File: src/rtl/lsr_pkg.sv
// Constants for the self refresh, partial array refresh and register read block
package lsr_pkg;
  localparam int unsigned CLK_PERIOD_NS   = 25;
  // Command/address encodings, rising edge
  localparam logic [2:0]  CMD_SREF        = 3'h4;   // ca[2:0] with ca2 high
  localparam logic [3:0]  CMD_MRW         = 4'h0;
  localparam logic [3:0]  CMD_MRR         = 4'h8;
  // Mode register addresses
  localparam logic [7:0]  ADDR_BANK_MASK  = 8'h10;
  localparam logic [7:0]  ADDR_SEG_MASK   = 8'h11;
  localparam logic [7:0]  ADDR_CAL_A      = 8'h20;
  localparam logic [7:0]  ADDR_CAL_B      = 8'h28;
  localparam logic [7:0]  MASK_RESET      = 8'h00;
  localparam logic [3:0]  CAL_A_PATTERN   = 4'h5;   // Beats 0..3 = 1,0,1,0 (bit n = beat n)
  localparam logic [3:0]  CAL_B_PATTERN   = 4'hc;   // Beats 0..3 = 0,0,1,1
  // Link timing in link clocks, burst length in beats
  localparam logic [3:0]  READ_LATENCY    = 4'h8;
  localparam logic [1:0]  REG_READ_PERIOD = 2'h2;
  localparam logic [2:0]  MRR_BEATS       = 3'h4;
  // Times in ns and derived clock counts
  localparam int unsigned MIN_SREF_NS     = 15;     // Longest wait before first refresh: round down
  localparam int unsigned SREF_EXIT_NS    = 140;    // Least time: round up
  localparam int unsigned REFRESH_INT_NS  = 7800;   // Longest interval: round down
  localparam int unsigned MIN_SREF_CYC_I  = (MIN_SREF_NS / CLK_PERIOD_NS) < 1 ? 1 : (MIN_SREF_NS / CLK_PERIOD_NS);
  localparam int unsigned SREF_EXIT_CYC_I = (SREF_EXIT_NS + CLK_PERIOD_NS - 1) / CLK_PERIOD_NS;
  localparam int unsigned REFRESH_CYC_I   = REFRESH_INT_NS / CLK_PERIOD_NS;
  localparam logic [11:0] MIN_SREF_CYC    = 12'(MIN_SREF_CYC_I);
  localparam logic [11:0] SREF_EXIT_CYC   = 12'(SREF_EXIT_CYC_I);
  localparam logic [11:0] REFRESH_CYC     = 12'(REFRESH_CYC_I);
  // Link sample vector layout
  localparam int unsigned SMP_WIDTH       = 13;
  localparam int unsigned SMP_CK          = 12;
  localparam int unsigned SMP_CKE         = 11;
  localparam int unsigned SMP_CS_N        = 10;

  typedef enum logic [1:0] {
    LSR_IDLE = 2'b00,
    LSR_SELF = 2'b01,
    LSR_EXIT = 2'b11
  } lsr_state_t;
endpackage : lsr_pkg

File: src/rtl/lsr_link_sampler.sv
// Three-stage sampler for link pins with agreement filter
`timescale 1ns/100ps
module lsr_link_sampler #(
  parameter int unsigned WIDTH = 13
) (
  input  wire logic             clk,
  input  wire logic             rstn,
  input  wire logic [WIDTH-1:0] pinIn,
  output logic      [WIDTH-1:0] stable
);
  logic [WIDTH-1:0] s1_r;
  logic [WIDTH-1:0] s2_r;
  logic [WIDTH-1:0] s3_r;
  logic [WIDTH-1:0] stable_r;
  logic [WIDTH-1:0] stable_nxt;

  always_comb begin
    // A bit changes only once the second and third stages agree
    for (int i = 0; i < WIDTH; i++) begin
      stable_nxt[i] = (s2_r[i] == s3_r[i]) ? s3_r[i] : stable_r[i];
    end
  end

  always_ff @(posedge clk or negedge rstn) begin
    if (!rstn) begin
      s1_r     <= '0;
      s2_r     <= '0;
      s3_r     <= '0;
      stable_r <= '0;
    end else begin
      s1_r     <= pinIn;
      s2_r     <= s1_r;
      s3_r     <= s2_r;
      stable_r <= stable_nxt;
    end
  end

  assign stable = stable_r;
endmodule : lsr_link_sampler

File: src/rtl/lsr_self_refresh.sv
// Device side self refresh, partial array refresh masking and mode register access
`timescale 1ns/100ps
// How it works
// - Entry is clock_enable low, select low, ca0 ca1 low, ca2 high at rising edge.
// - While clock_enable stays low the device stays in self refresh, ignoring all else.
// - Device starts an all-bank refresh within min_self_refresh_time, internal clock gated.
// - Exit time starts at rising edge after clock_enable high; commands ignored meanwhile.
// - Eight-bit bank mask; masked banks get no self refresh.
// - Unmasked banks refresh only unmasked segments.
// - Eight segments per bank; one segment bit applies to all banks.
// - Bit 1 masks; region refreshed only when bank and segment bits are 0.
// - Register read is ca[3:0]=1000; address from falling 1:0 and rising 9:4.
// - Register value on data 7:0 in first beat after read_latency clocks.
// - Strobes toggle for the whole register read burst.
// - Register read bursts four beats, uninterrupted; two-clock period, no_operation only.
// - Register write is ca[3:0]=0000, allowed only with all banks idle.
// - Calibration registers return 1,0,1,0 and 0,0,1,1 on every data lane.
module lsr_self_refresh (
  input  wire logic       clk,
  input  wire logic       rstn,
  input  wire logic       linkClk,
  input  wire logic       cke,
  input  wire logic       csN,
  input  wire logic [9:0] commandAddressBus,
  output logic      [7:0] dqOut,
  output logic            dqOe,
  output logic            dqsOut,
  output logic            dqsNOut,
  output logic            dqsOe,
  output logic            selfRefreshActive,
  output logic            internalClkEn,
  output logic            refreshStrobe,
  output logic      [7:0] refreshBanks,
  output logic      [2:0] refreshSegment
);
  logic [lsr_pkg::SMP_WIDTH-1:0] smp;
  logic                          sCk;
  logic                          sCke;
  logic                          sCsN;
  logic [9:0]                    sCa;
  logic                          ckRise;
  logic                          ckFall;

  lsr_link_sampler #(
    .WIDTH (lsr_pkg::SMP_WIDTH)
  ) uSampler (
    .clk    (clk),
    .rstn   (rstn),
    .pinIn  ({linkClk, cke, csN, commandAddressBus}),
    .stable (smp)
  );

  assign sCk  = smp[lsr_pkg::SMP_CK];
  assign sCke = smp[lsr_pkg::SMP_CKE];
  assign sCsN = smp[lsr_pkg::SMP_CS_N];
  assign sCa  = smp[9:0];

  // Data for one beat of a register read
  function automatic logic [7:0] beatData(input logic [7:0] addr, input logic [1:0] beat,
                                          input logic [7:0] bankMask, input logic [7:0] segMask);
    logic [7:0] d;
    d = 8'h00;
    if (addr == lsr_pkg::ADDR_CAL_A) begin
      d = {8{lsr_pkg::CAL_A_PATTERN[beat]}};
    end else if (addr == lsr_pkg::ADDR_CAL_B) begin
      d = {8{lsr_pkg::CAL_B_PATTERN[beat]}};
    end else if (beat == 2'h0) begin
      if (addr == lsr_pkg::ADDR_BANK_MASK) begin
        d = bankMask;
      end else if (addr == lsr_pkg::ADDR_SEG_MASK) begin
        d = segMask;
      end
    end
    return d;
  endfunction : beatData

  lsr_pkg::lsr_state_t state_r;
  lsr_pkg::lsr_state_t state_nxt;
  logic        ckPrev_r;
  logic        ckPrev_nxt;
  logic        ckeAtRise_r;
  logic        ckeAtRise_nxt;
  logic [11:0] timer_r;
  logic [11:0] timer_nxt;
  logic [7:0]  bankMask_r;
  logic [7:0]  bankMask_nxt;
  logic [7:0]  segMask_r;
  logic [7:0]  segMask_nxt;
  logic        mrwPend_r;
  logic        mrwPend_nxt;
  logic        mrrPend_r;
  logic        mrrPend_nxt;
  logic [5:0]  addrHi_r;
  logic [5:0]  addrHi_nxt;
  logic [7:0]  rdAddr_r;
  logic [7:0]  rdAddr_nxt;
  logic [1:0]  holdCnt_r;
  logic [1:0]  holdCnt_nxt;
  logic [3:0]  latCnt_r;
  logic [3:0]  latCnt_nxt;
  logic        bursting_r;
  logic        bursting_nxt;
  logic [2:0]  beat_r;
  logic [2:0]  beat_nxt;
  logic [7:0]  dq_r;
  logic [7:0]  dq_nxt;
  logic        dqOe_r;
  logic        dqOe_nxt;
  logic        dqs_r;
  logic        dqs_nxt;
  logic        refStb_r;
  logic        refStb_nxt;
  logic [7:0]  refBanks_r;
  logic [7:0]  refBanks_nxt;
  logic [2:0]  seg_r;
  logic [2:0]  seg_nxt;
  logic        srAct_r;
  logic        srAct_nxt;
  logic        clkEn_r;
  logic        clkEn_nxt;

  assign ckRise = sCk & ~ckPrev_r;
  assign ckFall = ~sCk & ckPrev_r;

  always_comb begin
    state_nxt     = state_r;
    ckPrev_nxt    = sCk;
    ckeAtRise_nxt = ckeAtRise_r;
    timer_nxt     = timer_r;
    bankMask_nxt  = bankMask_r;
    segMask_nxt   = segMask_r;
    mrwPend_nxt   = mrwPend_r;
    mrrPend_nxt   = mrrPend_r;
    addrHi_nxt    = addrHi_r;
    rdAddr_nxt    = rdAddr_r;
    holdCnt_nxt   = holdCnt_r;
    latCnt_nxt    = latCnt_r;
    bursting_nxt  = bursting_r;
    beat_nxt      = beat_r;
    dq_nxt        = dq_r;
    dqOe_nxt      = dqOe_r;
    dqs_nxt       = dqs_r;
    refStb_nxt    = 1'b0;
    refBanks_nxt  = refBanks_r;
    seg_nxt       = seg_r;
    srAct_nxt     = srAct_r;
    clkEn_nxt     = clkEn_r;
    if (ckRise) begin
      ckeAtRise_nxt = sCke;
    end
    case (state_r)
      lsr_pkg::LSR_IDLE: begin
        srAct_nxt = 1'b0;
        clkEn_nxt = 1'b1;
        if (ckRise && holdCnt_r != 2'h0) begin
          holdCnt_nxt = holdCnt_r - 2'h1;
        end else if (ckRise && !sCsN && !bursting_r && latCnt_r == 4'h0) begin
          if (ckeAtRise_r && !sCke && sCa[2:0] == lsr_pkg::CMD_SREF) begin
            state_nxt = lsr_pkg::LSR_SELF;
            timer_nxt = lsr_pkg::MIN_SREF_CYC - 12'h001;
            srAct_nxt = 1'b1;
            clkEn_nxt = 1'b0;
            seg_nxt   = 3'h0;
          end else if (sCke && sCa[3:0] == lsr_pkg::CMD_MRW) begin
            mrwPend_nxt = 1'b1;
            addrHi_nxt  = sCa[9:4];
          end else if (sCke && sCa[3:0] == lsr_pkg::CMD_MRR) begin
            mrrPend_nxt = 1'b1;
            addrHi_nxt  = sCa[9:4];
            holdCnt_nxt = lsr_pkg::REG_READ_PERIOD - 2'h1;
            latCnt_nxt  = lsr_pkg::READ_LATENCY;
          end
        end
        if (ckFall && mrwPend_r) begin
          mrwPend_nxt = 1'b0;
          if ({addrHi_r, sCa[1:0]} == lsr_pkg::ADDR_BANK_MASK) begin
            bankMask_nxt = sCa[9:2];
          end else if ({addrHi_r, sCa[1:0]} == lsr_pkg::ADDR_SEG_MASK) begin
            segMask_nxt = sCa[9:2];
          end
        end
        if (ckFall && mrrPend_r) begin
          mrrPend_nxt = 1'b0;
          rdAddr_nxt  = {addrHi_r, sCa[1:0]};
        end
      end
      lsr_pkg::LSR_SELF: begin
        // All pins but clock enable are ignored here
        if (ckRise && sCke) begin
          state_nxt = lsr_pkg::LSR_EXIT;
          timer_nxt = lsr_pkg::SREF_EXIT_CYC;
          clkEn_nxt = 1'b1;
        end else if (timer_r == 12'h000) begin
          refStb_nxt   = 1'b1;
          refBanks_nxt = ~bankMask_r & {8{~segMask_r[seg_r]}};
          seg_nxt      = seg_r + 3'h1;
          timer_nxt    = lsr_pkg::REFRESH_CYC - 12'h001;
        end else begin
          timer_nxt = timer_r - 12'h001;
        end
      end
      lsr_pkg::LSR_EXIT: begin
        // Commands are not decoded until the exit time has run out
        if (timer_r <= 12'h001) begin
          state_nxt = lsr_pkg::LSR_IDLE;
          srAct_nxt = 1'b0;
        end else begin
          timer_nxt = timer_r - 12'h001;
        end
      end
      default: begin
        state_nxt = lsr_pkg::LSR_IDLE;
      end
    endcase
    if (!refStb_nxt) begin
      refBanks_nxt = 8'h00;
    end
    // Register read data burst, driven on both link clock edges
    if (ckRise && latCnt_r != 4'h0 && !bursting_r) begin
      latCnt_nxt = latCnt_r - 4'h1;
      if (latCnt_r == 4'h1) begin
        bursting_nxt = 1'b1;
        beat_nxt     = 3'h0;
        dqOe_nxt     = 1'b1;
        dqs_nxt      = 1'b1;
        dq_nxt       = beatData(rdAddr_r, 2'h0, bankMask_r, segMask_r);
      end
    end else if (bursting_r && (ckRise || ckFall)) begin
      if (beat_r == lsr_pkg::MRR_BEATS - 3'h1) begin
        bursting_nxt = 1'b0;
        dqOe_nxt     = 1'b0;
        dqs_nxt      = 1'b0;
        dq_nxt       = 8'h00;
      end else begin
        beat_nxt = beat_r + 3'h1;
        dqs_nxt  = ~dqs_r;
        dq_nxt   = beatData(rdAddr_r, beat_nxt[1:0], bankMask_r, segMask_r);
      end
    end
  end

  always_ff @(posedge clk or negedge rstn) begin
    if (!rstn) begin
      state_r     <= lsr_pkg::LSR_IDLE;
      ckPrev_r    <= 1'b0;
      ckeAtRise_r <= 1'b0;
      timer_r     <= 12'h000;
      bankMask_r  <= lsr_pkg::MASK_RESET;
      segMask_r   <= lsr_pkg::MASK_RESET;
      mrwPend_r   <= 1'b0;
      mrrPend_r   <= 1'b0;
      addrHi_r    <= 6'h00;
      rdAddr_r    <= 8'h00;
      holdCnt_r   <= 2'h0;
      latCnt_r    <= 4'h0;
      bursting_r  <= 1'b0;
      beat_r      <= 3'h0;
      dq_r        <= 8'h00;
      dqOe_r      <= 1'b0;
      dqs_r       <= 1'b0;
      refStb_r    <= 1'b0;
      refBanks_r  <= 8'h00;
      seg_r       <= 3'h0;
      srAct_r     <= 1'b0;
      clkEn_r     <= 1'b1;
    end else begin
      state_r     <= state_nxt;
      ckPrev_r    <= ckPrev_nxt;
      ckeAtRise_r <= ckeAtRise_nxt;
      timer_r     <= timer_nxt;
      bankMask_r  <= bankMask_nxt;
      segMask_r   <= segMask_nxt;
      mrwPend_r   <= mrwPend_nxt;
      mrrPend_r   <= mrrPend_nxt;
      addrHi_r    <= addrHi_nxt;
      rdAddr_r    <= rdAddr_nxt;
      holdCnt_r   <= holdCnt_nxt;
      latCnt_r    <= latCnt_nxt;
      bursting_r  <= bursting_nxt;
      beat_r      <= beat_nxt;
      dq_r        <= dq_nxt;
      dqOe_r      <= dqOe_nxt;
      dqs_r       <= dqs_nxt;
      refStb_r    <= refStb_nxt;
      refBanks_r  <= refBanks_nxt;
      seg_r       <= seg_nxt;
      srAct_r     <= srAct_nxt;
      clkEn_r     <= clkEn_nxt;
    end
  end

  logic dqsN_r;

  always_ff @(posedge clk or negedge rstn) begin
    if (!rstn) begin
      dqsN_r <= 1'b1;
    end else begin
      dqsN_r <= ~dqs_nxt;
    end
  end

  assign dqOut             = dq_r;
  assign dqOe              = dqOe_r;
  assign dqsOut            = dqs_r;
  assign dqsNOut           = dqsN_r;
  assign dqsOe             = dqOe_r;
  assign selfRefreshActive = srAct_r;
  assign internalClkEn     = clkEn_r;
  assign refreshStrobe     = refStb_r;
  assign refreshBanks      = refBanks_r;
  assign refreshSegment    = seg_r;
endmodule : lsr_self_refresh

File: config.mk
export PLATFORM = sky130hd
export DESIGN_NAME = lsr_self_refresh
export DESIGN_NICKNAME = d
export VERILOG_FILES = /design/src/rtl/lsr_pkg.sv /design/src/rtl/lsr_link_sampler.sv /design/src/rtl/lsr_self_refresh.sv
export SDC_FILE = /design/constraint.sdc
export NUM_CORES = 1
export LEC_CHECK = 0
export ABC_AREA = 1
export BUFFER_PORTS_ARGS = -buffer_cell sky130_fd_sc_hd__buf_2
export CAP_MARGIN = 40
export CORE_MARGIN = 2
export CORE_UTILIZATION = 39
export CTS_BUF_LIST = sky130_fd_sc_hd__clkbuf_4
export DETAILED_ROUTE_END_ITERATION = 7
export SKIP_CTS_REPAIR_TIMING = 1
export SLEW_MARGIN = 20
export SYNTH_ARGS = -nofsm -noshare
export SYNTH_HDL_FRONTEND = slang
export SYNTH_SLANG_ARGS = --single-unit
File: constraint.sdc
create_clock -name clk -period 1.8 [get_ports clk]
set_clock_uncertainty 0.2 [all_clocks]
set_input_delay 0.27 -clock clk [delete_from_list [all_inputs] [get_ports clk]]
set_output_delay 0.27 -clock clk [all_outputs]
set_load 0.1 [all_outputs]
# Word level (Yosys, flattened, before mapping)
# Index checks and enable logic that the tools add are counted.
# totals
register_bits	134
latch_bits	0
mem_bits_rw	0
rom_bits	0
in_bits	15
output_inout_bits	26
n_memories	0
# op_classes
n_addsub	5
mul	0
div_mod_pow	0
order_cmp	3
n_eq_ne	48
n_shift	0
muxes	90
bitwise_logic	12
n_reduce_logical	57
# op_table
cell	count
two-way mux 8 bit	15
two-way mux 12 bit	6
case mux 12 bit (3 select lines)	1
two-way mux 1 bit	33
== test 8 x 5 -> 1 bit, second input constant	4
nonzero test 2 bit	15
two-way mux 4 bit	7
two-way mux 3 bit	9
AND reduction 5 bit	5
inequality test 2 bit, second input constant	12
inequality test 2 x 1 -> 1 bit, second input constant	11
two-way mux 2 bit	10
AND reduction 6 bit	3
== test 8 x 6 -> 1 bit, second input constant	2
logical AND 1 bit	14
== test 1 bit	13
<= comparator 12 x 1 -> 1 bit, second input constant	1
zero test 12 bit	1
two-way mux 6 bit	2
AND reduction 3 bit	4
subtractor 12 x 1 -> 12 bit, second input constant	1
AND 8 bit	1
zero test 4 bit	2
inverter 1 bit	8
other kinds (25)	35

# Depth between registers and ports, before layout
# Gate-level depths: netlist of the first run.
# logic_depth
depth_word	9
mapped_depth	11
ltp_nobuf	11

# By module
# From an unflattened synthesis of the first run, not the netlist that was laid out.
# unflattened
hier_cells	658
area_unflattened_um2	5958.2
# modules_own_cells
module	n_inst	cells_each	area_each_um2	seq_area_each_um2
lsr_self_refresh	1	554	4445.5	2054.5
lsr_link_sampler	1	104	1512.7	1301.2

# Worst setup path before layout of the first run
# No wires, ideal clock.
# synth_path
path_type	register -> register
startpoint	register, netlist name dqOe
endpoint	register timer_r[0]
setup_ns	0.121
arrival_ns	1.787
setup_slack_ns	-0.308
stages_incl_launch_ff	9
synth_period_minus_slack_ns	2.108
cell_sequence	dfrtp_1 -> nor2_2 -> nand2_1 -> nor2_4 -> a21oi_1 -> nor2_4 -> buf_8 -> o21ai_2 -> o21ai_2
# synth_rtl
item	line_no	text
end signal, assigned	lsr_self_refresh.sv:270	timer_r <= timer_nxt;
end, declared	lsr_self_refresh.sv:83	logic [11:0] timer_r;

# Final worst setup path of the first run
# layout_path
startpoint	register dqOe_r (netlist: dqOe)
endpoint	output port dqOe
# layout_rtl
item	line_no	text
start, declared	lsr_self_refresh.sv:107	logic dqOe_r;
start signal, assigned	lsr_self_refresh.sv:282	dqOe_r <= dqOe_nxt;
end, declared	lsr_self_refresh.sv:26	output logic dqOe,
# No word-level cell between the ends.

==> results of run 1 <==
## layout make-up
class                      instances  area [sq um]  share of cell area
clock buffer                      17           128              0.0165
sequential                       134          3370               0.434
multi-input combinational        402          2360               0.304
tap                              184           230              0.0297
timing repair buffer             134          1280               0.165
inverter                          65           256              0.0331
clock inverter                    15           141              0.0182
## worst paths after layout
kind / start / end / slack [ns] / depth (start not counted)
max: dqOe / dqOe / -0.04 / 2
min: commandAddressBus[5] / uSampler.s1_r[5] / 0.14 / 2
max reg2reg: ckPrev_r / timer_r[10] / -0.03 / 12
min reg2reg: uSampler.s1_r[2] / uSampler.s2_r[2] / 0.16 / 0
max in group asynchronous: rstn / timer_r[5] / 0.36 / 4
min in group asynchronous: rstn / latCnt_r[3] / 0.47 / 3
## where the power goes
part	internal, mW	total [mW]	leakage (nW)	switching (mW)
Clock	0.715	1.94	0.144	1.22
Combinational	0.972	2.92	2.01	1.95
Sequential	3.38	3.61	1.69	0.229
## stage by stage
| stage | utilization | setup WS, ns | TNS, ns | hold WS, ns |
|---|---|---|---|---|
| 6_report | 0.531 | -0.0369 | -0.209 | 0.144 |
| 5_1_grt | 0.531 | -0.150 | -2.82 | 0.0757 |
| 4_1_cts | 0.476 | -0.275 | -5.90 | -0.625 |
| 3_5_place_dp | 0.458 | -0.152 | -1.72 | 0.00945 |
| 3_3_place_gp | 0.458 | -0.0569 | -0.365 | 0.00187 |
| 2_1_floorplan | - | 0.00786 | 0 | -0.226 |
## state kept, by name, indices dropped and copies added, names as in the netlist, 12 cells and up
signal           flops
uSampler.stable     13
timer_r             12
uSampler.s1_r       13
uSampler.s3_r       13
uSampler.s2_r       13
## cell families after synthesis
logic type | synth area share
and+or+nand+nor | 0.229
DFF | 0.576
adders and majority gates | 0.0503
AOI/OAI and AO/OA | 0.0838
xor gates and xnor gates | 0.00451
muxes | 0.00172
buffers and inverters | 0.0550
## layout by cell type, fill, tap and decap left out, drive strengths merged
master	instances
bufinv	1
nand2	139
maj3	13
dlygate4sd3	15
a21oi	42
o21a	1
xor2	3
o211ai	2
mux2i	1
dfstp	2
nand4	10
ha	13
inv	72
nor2	86
a311oi	1
a21boi	1
clkinvlp	1
dfrtp	132
o22ai	4
clkinv	6
buf	113
o31ai	1
clkbuf	23
nor3	2
nand3	49
o21ai	34
## per-layer routing
layer,track usage,vias up,part of all wire
met2,0.270,79,0.49
met1,0.221,2219,0.46
li1,-,2267,-
met5,0,-,0
met3,0.0438,20,0.029
met4,0.0750,0,0.017
==> impl_metrics.py, run 1 <==
metrics = {
    "outcome": {
        "status": "finished with violations",
        "violations": "negative setup slack",
    },
    "synth": {
        "yosys.cell_types.count": 36,
        "yosysSeqAreaShare": 0.576,
        "synthArstFlopShare": 1.00,
        "ys_ff_latch": 134,
        "ys_top_cells_by_area": "dfrtp_1 (57%), nand2_1 (8.5%), nor2_1 (4.4%)",
        "synth.avg_cell_area_sq_um": 9.53,
        "syn_inst": 611,
        "ys.warnings.count": 0,
        "syn_nets": 639,
        "synth_top_cells_by_count": "dfrtp_1 (132), nand2_1 (132), nor2_1 (68)",
        "dominantRegCellSynth": "dfrtp_1",
        "synth_top_area_share": 0.567,
        "syn_area_sq_mm": 0.00583,
        "yosysTopAreaCell": "dfrtp_1",
        "synth_edf_count": 0,
    },
    "power_and_ir_drop": {
        "ir_worst_vdd_v": 0.000798,
        "p_leak_nw": 3.85,
        "total_power_mw": 8.47,
        "power.density_mw_per_mm2": 1090,
    },
    "cts": {
        "cts_num_sinks": 134,
        "numCtsBuffers": 17,
        "clock_latency_ns": 0.56,
        "htreeDepth": 4,
        "path_clk_slew_ns": 0.13,
        "cts_root_buf": "clkbuf_4",
        "tritoncts": "done",
        "clockBufferDepth": 2,
    },
    "place": {
        "portBuffers": 40,
        "hpwl_um": 9130,
        "gp_congestion": 0.845,
        "dpl_cell_area_sq_mm": 0.00668,
        "place_inst": 882,
    },
    "die": {
        "die-area_sq_mm": 0.0159,
        "core_sq_mm": 0.0146,
        "rows": 44,
        "die_x_um": 126,
        "floorplan.initialDensity": 0.399,
        "die_h_um": 126,
        "pin_count": 41,
    },
    "drt": {
        "wirelength_um": 13300,
        "vias_per_cell": 4.82,
        "wl_per_cell_um": 14.0,
        "ant_nets": 0,
        "vias": 4585,
        "first_pass_iters": 7,
        "drt-initial-drc-count": 329,
        "drc": 0,
    },
    "sta": {
        "maxSlewHeadroom": 0.770,
        "min_period_ns": 1.84,
        "setup_ws_ns": -0.0369,
        "rsz0062_at_grt": "true",
        "finalSetupViolCount": 10,
        "worstMarginPinSlew_ns": 0.345,
        "hold_violations": 0,
        "fmax_mhz": 544,
        "fin_crit_sh": 1.02,
        "slew_violations": 0,
    },
    "layout": {
        "nNetsFinal": 782,
        "drive_gt1_frac": 0.325,
        "diodes": 0,
        "fin_cells": 951,
        "syn2layout_area_growth_pct": 33.1,
        "nFillCells": 1295,
        "fin_area_sq_mm": 0.00775,
    },
    "grt": {
        "grt_antenna_before_repair": 0,
        "grt_pass1_vias": 4444,
        "grt_pass1_wl_um": 21300,
        "grt_max_degree": 45,
        "grtUsageTotal": 0.170,
        "gr-total-overflow": 0,
    },
    "setup_path": {
        "slowest_delay_ns": 0.51,
        "crit_chain": "buf_6 > buf_12",
        "worstPathRequired_ns": 1.33,
        "crit_arrival_ns": 1.37,
        "path_buf_inv": 2,
        "cp_top_family": "flip-flops",
        "cp-end-kind": "primary output",
        "path_max_fanout": 4,
        "path_class": "register to primary output",
        "slowest_stage": "dfrtp_4",
        "crit_path_start_kind": "register",
    },
    "job": {
        "max_cap_violations": 0,
    },
    "worst_hold_path": {
        "hold_path.class": "input pin to register",
    },
}
Note: power is estimated with default switching activity, not from simulation.
==> run 2, diff against run 1 <==
--- a/config.mk
+++ b/config.mk
@@ -8,10 +8,13 @@
 export ABC_AREA = 1
 export BUFFER_PORTS_ARGS = -buffer_cell sky130_fd_sc_hd__buf_2
 export CAP_MARGIN = 40
+export CELL_PAD_IN_SITES_DETAIL_PLACEMENT = 1
+export CELL_PAD_IN_SITES_GLOBAL_PLACEMENT = 2
 export CORE_MARGIN = 2
-export CORE_UTILIZATION = 39
+export CORE_UTILIZATION = 36
 export CTS_BUF_LIST = sky130_fd_sc_hd__clkbuf_4
 export DETAILED_ROUTE_END_ITERATION = 7
+export PLACE_DENSITY_LB_ADDON = 0.1
 export SKIP_CTS_REPAIR_TIMING = 1
 export SLEW_MARGIN = 20
 export SYNTH_ARGS = -nofsm -noshare
==> run 2 against run 1 <==
The run still ends with negative setup slack left. Flip-flop and latch count unchanged. Sequential power about the same. Fmax down 6.4%. Worst hold slack improved by 0.020 ns. Die area up 8.1%. Power up 9.7%. Clock-buffer cell count up 2. Critical endpoint is now timer_r[1]. Highest routed layer unchanged.
==> impl_metrics.py, run 2 (same netlist as run 1, synthesis figures left out) <==
metrics = {
    "outcome": {
        "status": "finished with violations",
        "violations": "negative setup slack",
    },
    "layout": {
        "seq_area_sq_mm": 0.00337,
        "nNetsFinal": 812,
        "nFillCells": 1777,
        "fin_area_sq_mm": 0.00834,
        "multi_input_area_sq_mm": 0.00262,
        "mostFrequentLayoutCell": "dfrtp_1",
        "layout_common_cells": "dfrtp_1 (126), nand2_1 (114), buf_4 (91)",
        "drive_gt1_frac": 0.398,
        "syn2layout_area_growth_pct": 43.1,
    },
    "cts": {
        "htreeDepth": 4,
        "numCtsBuffers": 17,
        "cts_num_sinks": 134,
        "path_clk_slew_ns": 0.12,
        "clock_latency_ns": 0.54,
        "clockBufferDepth": 2,
        "cts_root_buf": "clkbuf_4",
        "tritoncts": "done",
    },
    "sta": {
        "slew_violations": 0,
        "rsz0062_at_grt": "true",
        "hold_violations": 0,
        "finalSetupViolCount": 53,
        "worstMarginPinSlew_ns": 0.449,
        "fmax_mhz": 509,
        "fin_crit_sh": 1.09,
        "min_period_ns": 1.96,
        "setup_ws_ns": -0.163,
        "maxSlewHeadroom": 0.700,
    },
    "setup_path": {
        "cp_top_family": "simple AND/OR/NAND/NOR gates",
        "cp-end-kind": "register",
        "path_max_fanout": 8,
        "crit_path_start_kind": "register",
        "crit_chain": "inv_1 > ha_2 > inv_2 > nor2_4 > nand2_2 > nor2_4 > a21oi_4 > nor2_4 > buf_6 > nand3_2 > o21ai_2",
        "path_class": "register to register",
        "worstPathRequired_ns": 2.08,
        "slowest_delay_ns": 0.40,
        "crit_arrival_ns": 2.24,
        "slowest_stage": "dfrtp_1",
        "crit_top_cell": "nor2_4",
        "path_buf_inv": 3,
    },
    "drt": {
        "wl_per_cell_um": 16.1,
        "top_layer": "met4",
        "wirelength_um": 16300,
        "drc": 0,
        "m1WireLength_um": 7750,
        "wl_met3_um": 479,
        "dr_wl_met2_um": 8000,
        "drt-initial-drc-count": 160,
        "vias": 4820,
        "first_pass_iters": 4,
        "ant_nets": 0,
        "vias_per_cell": 4.75,
    },
    "grt": {
        "grt_max_degree": 43,
        "grt_pass1_vias": 4910,
        "gr-total-overflow": 0,
        "grtUsageTotal": 0.185,
        "grt_pass1_wl_um": 25100,
        "grt_antenna_before_repair": 1,
    },
    "power_and_ir_drop": {
        "total_power_mw": 9.29,
        "p_leak_nw": 4.03,
        "ir_worst_vdd_v": 0.00128,
        "power.density_mw_per_mm2": 1110,
    },
    "die": {
        "rows": 46,
        "die-area_sq_mm": 0.0172,
        "core_sq_mm": 0.0158,
        "floorplan.initialDensity": 0.368,
        "pin_count": 41,
        "die_x_um": 131,
        "die_h_um": 131,
    },
    "place": {
        "gp_congestion": 0.805,
        "portBuffers": 40,
        "hpwl_um": 11100,
        "dpl_cell_area_sq_mm": 0.00689,
    },
    "worst_hold_path": {
        "hold_path.class": "register to register",
    },
    "job": {
        "max_cap_violations": 0,
    },
}
run 2: changes by cell type in the layout (fill, tap and decap cells not counted), sizes merged:
cell / delta
buf: +23
clkbuf: +8
inv: -5
bufinv: +4
clkinv: -3
clkinvlp: +2
diode: +1
nor2: +1
run 2: worst paths after layout:
| path | start | endpoint | slack (ns) | cells past startpoint |
|---|---|---|---|---|
| worst min-delay path | uSampler.s1_r[10] | uSampler.s2_r[10] | 0.16 | 0 |
| max in group asynchronous | rstn | internalClkEn | 0.27 | 4 |
| min in group asynchronous | rstn | uSampler.stable[6] | 0.54 | 3 |
| worst max-delay path | ckPrev_r | timer_r[1] | -0.16 | 11 |
| worst min register to register | uSampler.s1_r[10] | uSampler.s2_r[10] | 0.16 | 0 |
| worst max register to register | ckPrev_r | timer_r[1] | -0.16 | 11 |
run 2: report_power, final:
part | internal [mW] | leakage [nW] | switching, mW
Sequential | 3.38 | 1.69 | 0.245
Combinational | 1.11 | 2.16 | 2.10
Clock | 1.27 | 0.175 | 1.18
Total | 5.76 | 4.03 | 3.53
run 2: layer usage:
metal,vias up,track usage
met5,-,0
met4,0,0.0562
met3,6,0.0440
met2,57,0.294
met1,2422,0.253
li1,2335,-
run 2: area by class of cell:
| cell class | count | area share |
|---|---|---|
| timing repair buffer | 163 | 0.177 |
| tap | 216 | 0.0324 |
| inverter | 65 | 0.0308 |
| clock inverter | 13 | 0.0243 |
| multi-input combinational | 403 | 0.314 |
| clock buffer | 19 | 0.0171 |
| antenna | 1 | 0.000300 |
| sequential | 134 | 0.404 |
run 2: per-stage QoR:
stage / hold WS (ns) / util / cells / setup TNS (ns) / worst slack (ns)
global route: 0.0966 / 0.527 / 1014 / -11.71 / -0.293
floorplan: -0.226 / - / 611 / 0 / 0.00786
detailed placement: 0.0275 / 0.436 / 934 / -3.26 / -0.159
finish: 0.164 / 0.527 / 1014 / -4.08 / -0.163
CTS: -0.613 / 0.457 / 966 / -8.89 / -0.277
global placement: 0.0239 / 0.436 / 934 / -1.65 / -0.117
run 2: worst register-to-register path: stages (launching register included):
cell     delay (ns)
dfrtp_1        0.40
inv_1          0.06
ha_2           0.18
inv_2          0.05
nor2_4         0.11
nand2_2        0.08
nor2_4         0.18
a21oi_4        0.11
nor2_4         0.22
buf_6          0.19
nand3_2        0.07
o21ai_2        0.06
